**src/verilog/efmb_pkg.sv**
```systemverilog
// Constants for the event flag and interrupt mask bank.
// Assumes a single 20 MHz clock and a byte-wide serial register port in front of it.
// Contract
// - Flag register 0x4 bit2 input limit, bit1 path regulation, bit0 input voltage regulation.
// - Flag register 0x5 bit7 thermal regulation, bit6 charge timer expiry; clear on read.
// - Flag register 0x5 bits 5 and 4 latch wake timer one and two.
// - Flag register 0x5 bit3 latches conversion done, only in one-shot mode.
// - Flag register 0x5 bits 2..0 latch comparator one, two, three alarms.
// - Flag register 0x6 bit7 charge status change, bit6 sequence good change.
// - Flag register 0x6 bits 5..2 latch step-down, buck-boost, regulator one, two not good.
// - Flag register 0x6 bit1 input good change, bit0 input overvoltage; clear on read.
// - Flag register 0x7 bits 7..4 latch general pin one to four events.
// - Flag register 0x7 bits 3..0 latch rail short, depletion, overcurrent, thermal shutdown.
// - Flag registers 0x4..0x7 reset to zero and ignore writes.
// - Mask bits are read-write; one suppresses the interrupt, zero enables it.
// - Mask register 0x8 resets to 0x84; bits 5..3 reserved, read zero.
// - Mask register 0x8 bit1 gates flag bit1, bit0 gates flag bit0.
// - Mask register 0x9 resets to 0x07; comparator masks set, others clear.
// - Conversion-done mask gates only the one-shot conversion interrupt.
// - Flag register 0x4 bits 7 and 6 latch open sensor and temperature change.
package efmb_pkg;

    // ****************************************************************
    // Register offsets.
    // ****************************************************************
    localparam logic [7:0] OFF_EVENT_FLAGS_REGULATION = 8'h04;
    localparam logic [7:0] OFF_EVENT_FLAGS_TIMERS_ADC = 8'h05;
    localparam logic [7:0] OFF_EVENT_FLAGS_RAILS_INPUT = 8'h06;
    localparam logic [7:0] OFF_EVENT_FLAGS_PINS_FAULTS = 8'h07;
    localparam logic [7:0] OFF_INTERRUPT_MASKS_REGULATION = 8'h08;
    localparam logic [7:0] OFF_INTERRUPT_MASKS_TIMERS_ADC = 8'h09;

    // ****************************************************************
    // Values after reset and writable fields.
    // ****************************************************************
    localparam logic [7:0] RST_FLAGS = 8'h00;
    localparam logic [7:0] RST_MASKS_REGULATION = 8'h84;
    localparam logic [7:0] RST_MASKS_TIMERS_ADC = 8'h07;
    localparam logic [7:0] RST_READ_DATA = 8'h00;
    localparam logic [7:0] USED_BITS_REGULATION = 8'hc7;
    localparam logic [7:0] UNMAPPED_READ_VALUE = 8'h00;

    // ****************************************************************
    // Bit positions in the regulation flag and mask registers.
    // ****************************************************************
    localparam int OPEN_SENSOR_EVENT_FLAG_BIT = 7;
    localparam int TEMP_STATUS_CHANGE_FLAG_BIT = 6;
    localparam int INPUT_LIMIT_EVENT_FLAG_BIT = 2;
    localparam int SYS_PATHREG_EVENT_FLAG_BIT = 1;
    localparam int INPUTV_REG_EVENT_FLAG_BIT = 0;

    // ****************************************************************
    // Bit positions in the timer and converter flag and mask registers.
    // ****************************************************************
    localparam int THERMAL_REG_EVENT_FLAG_BIT = 7;
    localparam int CHARGE_TIMER_EXPIRED_FLAG_BIT = 6;
    localparam int WAKE_TIMER_ONE_FLAG_BIT = 5;
    localparam int WAKE_TIMER_TWO_FLAG_BIT = 4;
    localparam int CONVERSION_DONE_FLAG_BIT = 3;
    localparam int COMPARATOR_ONE_ALARM_FLAG_BIT = 2;
    localparam int COMPARATOR_TWO_ALARM_FLAG_BIT = 1;
    localparam int COMPARATOR_THREE_ALARM_FLAG_BIT = 0;

    // ****************************************************************
    // Sizes of the event bundle.
    // ****************************************************************
    localparam int FLAG_REGS = 4;
    localparam int FLAG_WIDTH = 8;
    localparam int EVENT_WIDTH = FLAG_REGS * FLAG_WIDTH;

endpackage

```
**src/verilog/efmb_event_if.sv**
```systemverilog
// Interface carrying the synchronised event levels to the flag bank.
// Assumes producer and consumer share one clock.
`timescale 1ns/1ps
interface efmb_event_if #(
    parameter int WIDTH = 32
);
    logic [WIDTH-1:0] events;

    modport producer (output events);
    modport consumer (input events);
endinterface

```
**src/verilog/efmb_event_sync.sv**
```systemverilog
// Two-stage synchroniser for the raw event levels from the analog blocks.
// Assumes the event sources are asynchronous to i_clock.
`timescale 1ns/1ps
module efmb_event_sync
    import efmb_pkg::*;
#(
    parameter int WIDTH = EVENT_WIDTH
) (
    // Clock and reset.
    input wire logic i_clock,
    input wire logic i_rst_b,
    // Raw event levels.
    input wire logic [WIDTH-1:0] i_events,
    // Synchronised event levels.
    efmb_event_if.producer sync_out
);

    typedef struct packed {
        logic [WIDTH-1:0] stage_one;
        logic [WIDTH-1:0] stage_two;
    } efmb_sync_s;

    efmb_sync_s state_ff;
    efmb_sync_s nxt_state;

    always_comb begin
        nxt_state = state_ff;
        nxt_state.stage_one = i_events;
        nxt_state.stage_two = state_ff.stage_one;
    end

    always_ff @(posedge i_clock) begin
        if (!i_rst_b) begin
            state_ff <= '0;
        end else begin
            state_ff <= nxt_state;
        end
    end

    assign sync_out.events = state_ff.stage_two;

endmodule

```
**src/verilog/efmb_flag_bank.sv**
```systemverilog
// Clear-on-read event flags, interrupt masks and interrupt request.
// Assumes a serial register port that presents one byte access per strobe, on i_clock.
`timescale 1ns/1ps
module efmb_flag_bank
    import efmb_pkg::*;
(
    // Clock and reset.
    input wire logic i_clock,
    input wire logic i_rst_b,
    // Register port.
    input wire logic [7:0] i_reg_addr,
    input wire logic i_reg_rd,
    input wire logic i_reg_wr,
    input wire logic [7:0] i_reg_wdata,
    input wire logic i_reg_reset_cmd,
    output logic [7:0] o_reg_rdata,
    output logic o_reg_rvalid,
    // Raw event levels from the charger, converter, rails, pins and protection.
    input wire logic [7:0] i_regulation_events,
    input wire logic [7:0] i_timer_adc_events,
    input wire logic [7:0] i_rail_input_events,
    input wire logic [7:0] i_pin_fault_events,
    input wire logic i_adc_oneshot,
    // Interrupt request to the host.
    output logic o_irq
);

    // ****************************************************************
    // Synchronisation of the event levels.
    // ****************************************************************
    efmb_event_if #(.WIDTH(EVENT_WIDTH)) sync_bus ();

    efmb_event_sync #(
        .WIDTH(EVENT_WIDTH)
    ) u_sync (
        .i_clock(i_clock),
        .i_rst_b(i_rst_b),
        .i_events({i_pin_fault_events, i_rail_input_events,
                   i_timer_adc_events, i_regulation_events}),
        .sync_out(sync_bus.producer)
    );

    // ****************************************************************
    // Block state.
    // ****************************************************************
    typedef struct packed {
        logic [7:0] flags_regulation;
        logic [7:0] flags_timers_adc;
        logic [7:0] flags_rails_input;
        logic [7:0] flags_pins_faults;
        logic [7:0] masks_regulation;
        logic [7:0] masks_timers_adc;
        logic [7:0] rdata;
        logic rvalid;
        logic irq;
        logic oneshot_meta;
        logic oneshot_sync;
    } efmb_bank_s;

    localparam efmb_bank_s BANK_RESET = '{
        flags_regulation: RST_FLAGS,
        flags_timers_adc: RST_FLAGS,
        flags_rails_input: RST_FLAGS,
        flags_pins_faults: RST_FLAGS,
        masks_regulation: RST_MASKS_REGULATION,
        masks_timers_adc: RST_MASKS_TIMERS_ADC,
        rdata: RST_READ_DATA,
        rvalid: 1'b0,
        irq: 1'b0,
        oneshot_meta: 1'b0,
        oneshot_sync: 1'b0
    };

    efmb_bank_s state_ff;
    efmb_bank_s nxt_state;

    // ****************************************************************
    // Event decode.
    // ****************************************************************
    logic [7:0] set_regulation;
    logic [7:0] set_timers_adc;
    logic [7:0] set_rails_input;
    logic [7:0] set_pins_faults;
    logic [7:0] masked_timers_adc;

    always_comb begin
        // Bits 5..3 of the regulation group carry no event.
        set_regulation = sync_bus.events[7:0] & USED_BITS_REGULATION;
        set_timers_adc = sync_bus.events[15:8];
        // Conversion done only counts in one-shot mode.
        set_timers_adc[CONVERSION_DONE_FLAG_BIT] =
            sync_bus.events[8 + CONVERSION_DONE_FLAG_BIT] & state_ff.oneshot_sync;
        set_rails_input = sync_bus.events[23:16];
        set_pins_faults = sync_bus.events[31:24];
    end

    // ****************************************************************
    // Register access and flag update.
    // ****************************************************************
    logic rd_regulation;
    logic rd_timers_adc;
    logic rd_rails_input;
    logic rd_pins_faults;

    assign rd_regulation = i_reg_rd && (i_reg_addr == OFF_EVENT_FLAGS_REGULATION);
    assign rd_timers_adc = i_reg_rd && (i_reg_addr == OFF_EVENT_FLAGS_TIMERS_ADC);
    assign rd_rails_input = i_reg_rd && (i_reg_addr == OFF_EVENT_FLAGS_RAILS_INPUT);
    assign rd_pins_faults = i_reg_rd && (i_reg_addr == OFF_EVENT_FLAGS_PINS_FAULTS);

    always_comb begin
        nxt_state = state_ff;
        nxt_state.rvalid = i_reg_rd;
        // The mode level is asynchronous too, so it passes two flip-flops.
        nxt_state.oneshot_meta = i_adc_oneshot;
        nxt_state.oneshot_sync = state_ff.oneshot_meta;

        // Read data is the value before clearing; bits returned are the bits cleared.
        if (i_reg_rd) begin
            unique case (i_reg_addr)
                OFF_EVENT_FLAGS_REGULATION: begin
                    nxt_state.rdata = state_ff.flags_regulation;
                end
                OFF_EVENT_FLAGS_TIMERS_ADC: begin
                    nxt_state.rdata = state_ff.flags_timers_adc;
                end
                OFF_EVENT_FLAGS_RAILS_INPUT: begin
                    nxt_state.rdata = state_ff.flags_rails_input;
                end
                OFF_EVENT_FLAGS_PINS_FAULTS: begin
                    nxt_state.rdata = state_ff.flags_pins_faults;
                end
                OFF_INTERRUPT_MASKS_REGULATION: begin
                    nxt_state.rdata = state_ff.masks_regulation;
                end
                OFF_INTERRUPT_MASKS_TIMERS_ADC: begin
                    nxt_state.rdata = state_ff.masks_timers_adc;
                end
                default: begin
                    nxt_state.rdata = UNMAPPED_READ_VALUE;
                end
            endcase
        end

        // Clear what was read, then set from events so a new event wins.
        nxt_state.flags_regulation = (state_ff.flags_regulation
            & ~(rd_regulation ? state_ff.flags_regulation : 8'h00))
            | set_regulation;
        nxt_state.flags_timers_adc = (state_ff.flags_timers_adc
            & ~(rd_timers_adc ? state_ff.flags_timers_adc : 8'h00))
            | set_timers_adc;
        nxt_state.flags_rails_input = (state_ff.flags_rails_input
            & ~(rd_rails_input ? state_ff.flags_rails_input : 8'h00))
            | set_rails_input;
        nxt_state.flags_pins_faults = (state_ff.flags_pins_faults
            & ~(rd_pins_faults ? state_ff.flags_pins_faults : 8'h00))
            | set_pins_faults;

        // Flags take no writes; masks are read-write with reserved bits held at zero.
        if (i_reg_wr && (i_reg_addr == OFF_INTERRUPT_MASKS_REGULATION)) begin
            nxt_state.masks_regulation = i_reg_wdata & USED_BITS_REGULATION;
        end
        if (i_reg_wr && (i_reg_addr == OFF_INTERRUPT_MASKS_TIMERS_ADC)) begin
            nxt_state.masks_timers_adc = i_reg_wdata;
        end

        // Register-reset command restores the masks and leaves the flags alone.
        if (i_reg_reset_cmd) begin
            nxt_state.masks_regulation = RST_MASKS_REGULATION;
            nxt_state.masks_timers_adc = RST_MASKS_TIMERS_ADC;
        end

        // Each mask bit gates the flag bit of the same position.
        masked_timers_adc = nxt_state.flags_timers_adc & ~nxt_state.masks_timers_adc;
        // The conversion-done request stands only in one-shot mode.
        masked_timers_adc[CONVERSION_DONE_FLAG_BIT] =
            masked_timers_adc[CONVERSION_DONE_FLAG_BIT] & state_ff.oneshot_sync;
        nxt_state.irq =
            (|(nxt_state.flags_regulation & ~nxt_state.masks_regulation))
            || (|masked_timers_adc)
            || (|nxt_state.flags_rails_input)
            || (|nxt_state.flags_pins_faults);
    end

    always_ff @(posedge i_clock) begin
        if (!i_rst_b) begin
            state_ff <= BANK_RESET;
        end else begin
            state_ff <= nxt_state;
        end
    end

    assign o_reg_rdata = state_ff.rdata;
    assign o_reg_rvalid = state_ff.rvalid;
    assign o_irq = state_ff.irq;

    // ****************************************************************
    // Per-register clear-on-read checks.
    // ****************************************************************
    logic [FLAG_REGS-1:0][7:0] flags_view;
    logic [FLAG_REGS-1:0][7:0] set_view;
    logic [FLAG_REGS-1:0] rd_view;

    assign flags_view = {state_ff.flags_pins_faults, state_ff.flags_rails_input,
        state_ff.flags_timers_adc, state_ff.flags_regulation};
    assign set_view = {set_pins_faults, set_rails_input, set_timers_adc, set_regulation};
    assign rd_view = {rd_pins_faults, rd_rails_input, rd_timers_adc, rd_regulation};

    generate
        for (genvar g = 0; g < FLAG_REGS; g++) begin : g_flag_checks

        end
    endgenerate

    // Only the conversion-done flag is about to be set.
    logic conv_only_next;

    assign conv_only_next = (nxt_state.flags_timers_adc == 8'h08)
        && (nxt_state.flags_regulation == 8'h00) && (nxt_state.flags_rails_input == 8'h00)
        && (nxt_state.flags_pins_faults == 8'h00);
endmodule

```
**config.mk**
```make
export PLATFORM = sky130hd
export DESIGN_NAME = efmb_flag_bank
export DESIGN_NICKNAME = d
export VERILOG_FILES = /design/src/verilog/efmb_pkg.sv /design/src/verilog/efmb_event_if.sv /design/src/verilog/efmb_event_sync.sv /design/src/verilog/efmb_flag_bank.sv
export SDC_FILE = /design/constraint.sdc
export NUM_CORES = 1
export LEC_CHECK = 0
export BUFFER_PORTS_ARGS = -buffer_cell sky130_fd_sc_hd__buf_4
export CAP_MARGIN = 40
export CORE_ASPECT_RATIO = 1.25
export CORE_MARGIN = 10
export CORE_UTILIZATION = 60
export DETAILED_ROUTE_END_ITERATION = 8
export GPL_TIMING_DRIVEN = 0
export PLACE_DENSITY = 0.94
export REMOVE_ABC_BUFFERS = 1
export SYNTH_ARGS = -nofsm -noshare
export SYNTH_HDL_FRONTEND = slang
export SYNTH_SLANG_ARGS = --single-unit
```
**constraint.sdc**
```tcl
create_clock -name i_clock -period 2.97 [get_ports i_clock]
set_clock_uncertainty 0.1 [all_clocks]
set_input_delay 0.1485 -clock i_clock [delete_from_list [all_inputs] [get_ports i_clock]]
set_output_delay 0.1485 -clock i_clock [all_outputs]
set_load 0.005 [all_outputs]
```
# Word level (Yosys, flattened, before mapping)
# Cells that the tools add are included.
# W data, S select, Z words.
# op_classes
eq_ne	6
muxes	8
bitwise	18
reduce_logical	13
# ops
op	n
$and A8 B8 Y8	6
$mux W8	6
$not A8 Y8	6
$pmux W8 S6	1
$eq A8 B3 Y1 const B	4
$or A8 B8 Y8	4
$reduce_or A8 Y1	4
$eq A8 B4 Y1 const B	2
$mux W16	1
$logic_and A1 B1 Y1	6
$logic_or A1 B1 Y1	3
$and A1 B1 Y1	2
# totals
reg_bits	124
in_bits	54
output_inout_bits	10
word_cells	58

# Longest topological paths before layout
# logic_depth
depth_word	12
depth_mapped	7
depth_no_buf	6

# By module
# Synthesis repeated with hierarchy kept, for this count alone.
# hier_totals
cells_unflattened	434
area_unflattened_um2	4640.7
# modules_own_cells
mod	instances	cells_each	area_per_inst_um2	seq_area_each_um2
efmb_flag_bank	1	300	2849.0	1201.2
efmb_event_sync	1	134	1791.7	1281.2

# Worst setup path after synthesis
# Ideal clock, no wire load.
# synth_path
kind	input to register
startpoint	input port i_reg_addr[5]
endpoint	register state_ff (netlist bit o_irq)
setup_ps	81
t_arrival_ps	1856
t_required_ps	2789
setup_slack_ps	934
stages	7
n_path_buf	1
path_cell_list	or4_4 > nor3b_2 > buf_6 > mux2_4 > o32ai_1 > nor4b_2 > a41oi_1
# synth_via
elab_chain_len	12
elab_cells_between_ends	43
classes_between	6 x eq/ne; 7 x mux; 17 x bitwise; 13 x reduce/logical
# synth_rtl
element	line	text
from (decl)	efmb_flag_bank.sv:11	input wire logic [7:0] i_reg_addr,
$eq A8 B3 Y1	efmb_flag_bank.sv:106	assign rd_timers_adc = i_reg_rd && (i_reg_addr == OFF_EVENT_FLAGS_TIMERS_ADC);
$logic_and A1 B1 Y1	efmb_flag_bank.sv:106	
$mux W8	efmb_flag_bank.sv:149	& ~(rd_timers_adc ? state_ff.flags_timers_adc : 8'h00))
$not A8 Y8	efmb_flag_bank.sv:149	
$and A8 B8 Y8	efmb_flag_bank.sv:149	
$or A8 B8 Y8	efmb_flag_bank.sv:150	| set_timers_adc;
$and A8 B8 Y8	efmb_flag_bank.sv:173	masked_timers_adc = nxt_state.flags_timers_adc & ~nxt_state.masks_timers_adc;
$and A1 B1 Y1	efmb_flag_bank.sv:176	masked_timers_adc[CONVERSION_DONE_FLAG_BIT] & state_ff.oneshot_sync;
$reduce_or A8 Y1	efmb_flag_bank.sv:179	|| (|masked_timers_adc)
$logic_or A1 B1 Y1	efmb_flag_bank.sv:179	
$logic_or A1 B1 Y1	efmb_flag_bank.sv:180	|| (|nxt_state.flags_rails_input)
$logic_or A1 B1 Y1 (*)	efmb_flag_bank.sv:181	|| (|nxt_state.flags_pins_faults);
to (signal assigned)	efmb_flag_bank.sv:188	state_ff <= nxt_state;
to (decl)	efmb_flag_bank.sv:74	efmb_bank_s state_ff;
# Mark *: on every way between the ends. The rest lies on a longest branch, timed or not.
# A chain may end at the register's enable or synchronous reset.

# Worst setup path after layout
# layout_path
startpoint	input port i_reg_addr[1]
endpoint	register state_ff[27] (netlist bit)
# layout_via
elab_chain_len	4
# layout_rtl
element	line	text
$eq A8 B4 Y1	efmb_flag_bank.sv:159	if (i_reg_wr && (i_reg_addr == OFF_INTERRUPT_MASKS_REGULATION)) begin
$logic_and A1 B1 Y1	efmb_flag_bank.sv:159	
$mux W8	efmb_flag_bank.sv:159	
$mux W16	efmb_flag_bank.sv:167	if (i_reg_reset_cmd) begin
# No other way between the ends.

==> flow_summary.toml <==
[timing]
setup_violations = 0
fin_crit_sh_pct = 90.61
period_needed_ps = 2691
max_freq_mhz = 371.6
slew_headroom_pct = 38.54
maxSlewViolCount = 0
grt_setup_unrepaired = "no"
tns_ps = 0
hold_violations = 0
worst_slew_pin_slew_ps = 917.9

[setup_path]
worst_ep_required_time_ps = 3260
r2r_setup_slack_ps = 940
reg2reg_depth = 6
timing.rr.start = "flags_view[18]$_SDFF_PN0_"
crit_path_max_fanout = 14
end_kind = "flip-flop"
reg2reg_to = "o_irq$_SDFF_PN0_"
cp-start-kind = "input port"
crit_type = "input port to flip-flop"
worst_ep_arrival_time_ps = 2980

[power]
p_leak_nw = 2.323
p_per_area_mw_per_mm2 = 702.7
worst_ir_drop_vdd_mv = 0.6384

[drt]
drt-initial-drc-count = 404
wl_mm = 12.32
dr.pass1.iters = 8
final_antenna_net_count = 0
vias = 3720
drcViolationCount = 0
post_drt_wl_per_cell_um = 19.84
vias_per_cell = 5.990

[yosys]
syn_area_mm2 = 0.004315
synth.top_cell.area_share_pct = 54.74
synthFlopType = "dfxtp_1"
synth_top_area_cell = "dfxtp_1"
ys_seq_area_share_pct = 54.74
ys_warn_count = 0
async_flop_share_pct = 0
synthesis.instances = 425
synth-seq-cells = 118
avgSynthCellArea_um2 = 10.15
synth_edf_count = 0
synth_cell_types = 48
synthTopCellsByArea = "dfxtp_1 55%, and2_1 9.7%, a21oi_1 4.3%, mux2i_1 3.9%, nor2_1 3.5%"

[place]
post-dp-hpwl_mm = 6.604
io_buffers = 60
placedInstanceArea_mm2 = 0.004751
gp_congestion = 0.8717

[min_path]
min_from = "i_reg_wdata[4]"
hold_depth = 4
min_to = "state_ff[16]$_SDFF_PN0_"
hold_path.class = "input port to flip-flop"

[floorplan]
initial_core_util_pct = 61.85
die_x_um = 95.86
fp.coreArea_mm2 = 0.006977
dieHeight_um = 114.8
row_count = 34
die_area_mm2 = 0.01101
pin_count = 64

[cells_and_area]
syn_to_final_growth_pct = 34.36
final_cell_area_mm2 = 0.005798
fin_nets = 571
drive_gt1_share_pct = 20.38
layout_commonest_cell = "dfxtp_1"
final_cell_mix = "118 x dfxtp_1, 67 x and2_1, 60 x buf_4"

[clock_network]
clk_latency_ps = 510
clkTransAtPathRegs_ps = 60
cts_sinks = 118
cts_buffers = 17
cts_tree = "built"
cts_setup_buffers = 0
cts.path.max_buffers = 2
htreeDepth = 4
cts_root_buffer = "clkbuf_8"

[status]
status = "finished, final reports clean"

[grt]
grt_usage_pct = 23.00
grt_pass1_wl_mm = 19.59
grt_pass1_vias = 3792
grt_max_degree = 75
overflow = 0
antenna_found_initial = 1

[flow_run]
cap_violations = 0
[metrics by stage]
| step | cells | power, mW | utilization, % | setup slack [ps] | hold WS, ps |
|---|---|---|---|---|---|
| after CTS | 620 | 4.062 | 83.07 | 363.7 | 2.787 |
| after floorplan | 395 | 1.791 | - | 693.8 | 110.4 |
| after global routing | 621 | 4.164 | 83.11 | 243.8 | 71.82 |
| after global placement | 545 | 1.889 | 67.70 | 209.6 | 251.7 |
| after detailed placement | 546 | 1.902 | 68.10 | 163.9 | 258.8 |
| final | 621 | 4.074 | 83.11 | 279.0 | 30.16 |
[where the power goes]
| group | total [mW] | leakage (nW) | switching (mW) | internal [mW] |
|---|---|---|---|---|
| Sequential | 1.68 | 0.968 | 0.0342 | 1.64 |
| Clock | 2.14 | 0.298 | 0.751 | 1.39 |
| Combinational | 0.254 | 1.06 | 0.115 | 0.139 |
| Total | 4.07 | 2.32 | 0.900 | 3.17 |
[worst max-delay path by stage]
stage | start | end | slack [ps] | depth (start not counted)
final | i_reg_addr[1] | state_ff[27]$_SDFF_PN1_ | 280 | 6
after global routing | i_reg_rd | o_irq$_SDFF_PN0_ | 240 | 8
after CTS | i_reg_addr[1] | state_ff[27]$_SDFF_PN1_ | 360 | 6
after detailed placement | i_reg_addr[1] | o_irq$_SDFF_PN0_ | 160 | 7
after global placement | i_reg_addr[1] | o_irq$_SDFF_PN0_ | 210 | 7
after floorplan | i_reg_addr[5] | o_irq$_SDFF_PN0_ | 690 | 6
[registers in the layout (all words and copies together) (netlist names)]
| signal | cells |
|---|---|
| state_ff | 17 |
| o_irq | 1 |
| u_sync.sync_out.events | 29 |
| flags_view | 32 |
| u_sync.nxt_state | 29 |
| nxt_state | 1 |
| o_reg_rvalid | 1 |
| o_reg_rdata | 8 |
[synth_stat cells, drive strengths merged (2+ instances only)]
cell,number
o32ai,3
a21o,9
a21oi,37
clkbuf,18
nor3b,3
mux2,2
nor3,6
dfxtp,118
nor4,10
nand3,3
nand2b,16
inv,4
nor4bb,2
o21bai,3
and2,67
nor2,40
nor4b,2
nor2b,2
o21ai,3
and3,8
or3,2
nand2,4
a221oi,9
nand4,3
mux2i,17
a22oi,9
o211ai,2
buf,12
[worst max-delay path: stages]
cell and delay (ps):
buf_4 190, nor4bb_1 550, nor3b_2 850, mux2_4 370, or3_1 300, dlygate4sd3_1 570
[metal layers]
layer	routed length [um]	vias up	track usage [%]
met5	0	-	0
met4	844	0	16.85
met3	958	85	6.458
met2	6048	246	37.92
met1	4468	1730	24.41
li1	-	1659	-
[what timing repair did]
action / 4_1_cts / 5_1_grt
gates resized for setup: 0 / 0
endpoints found under the hold margin: 48 / 0
hold buffers: 42 / 0
[final cells by class]
cell class,count,area (um2)
tap,90,112.6
timing repair buffer,103,898.4
multi-input combinational,272,1779
antenna,1,2.502
clock inverter,14,196.4
inverter,5,18.77
clock buffer,18,427.9
sequential,118,2362
fill,361,1179
[logic make-up (layout without fill, tap and decap cells)]
logic type	after synthesis	after routing	share of synthesized area, %
AOI/OAI and AO/OA	82	82	12.79
buffers and inverters	35	140	4.030
DFF	118	118	54.74
muxes	19	19	4.552
other	0	1	0
and+or+nand+nor	171	171	23.89
(Power assumes the default switching activity.)
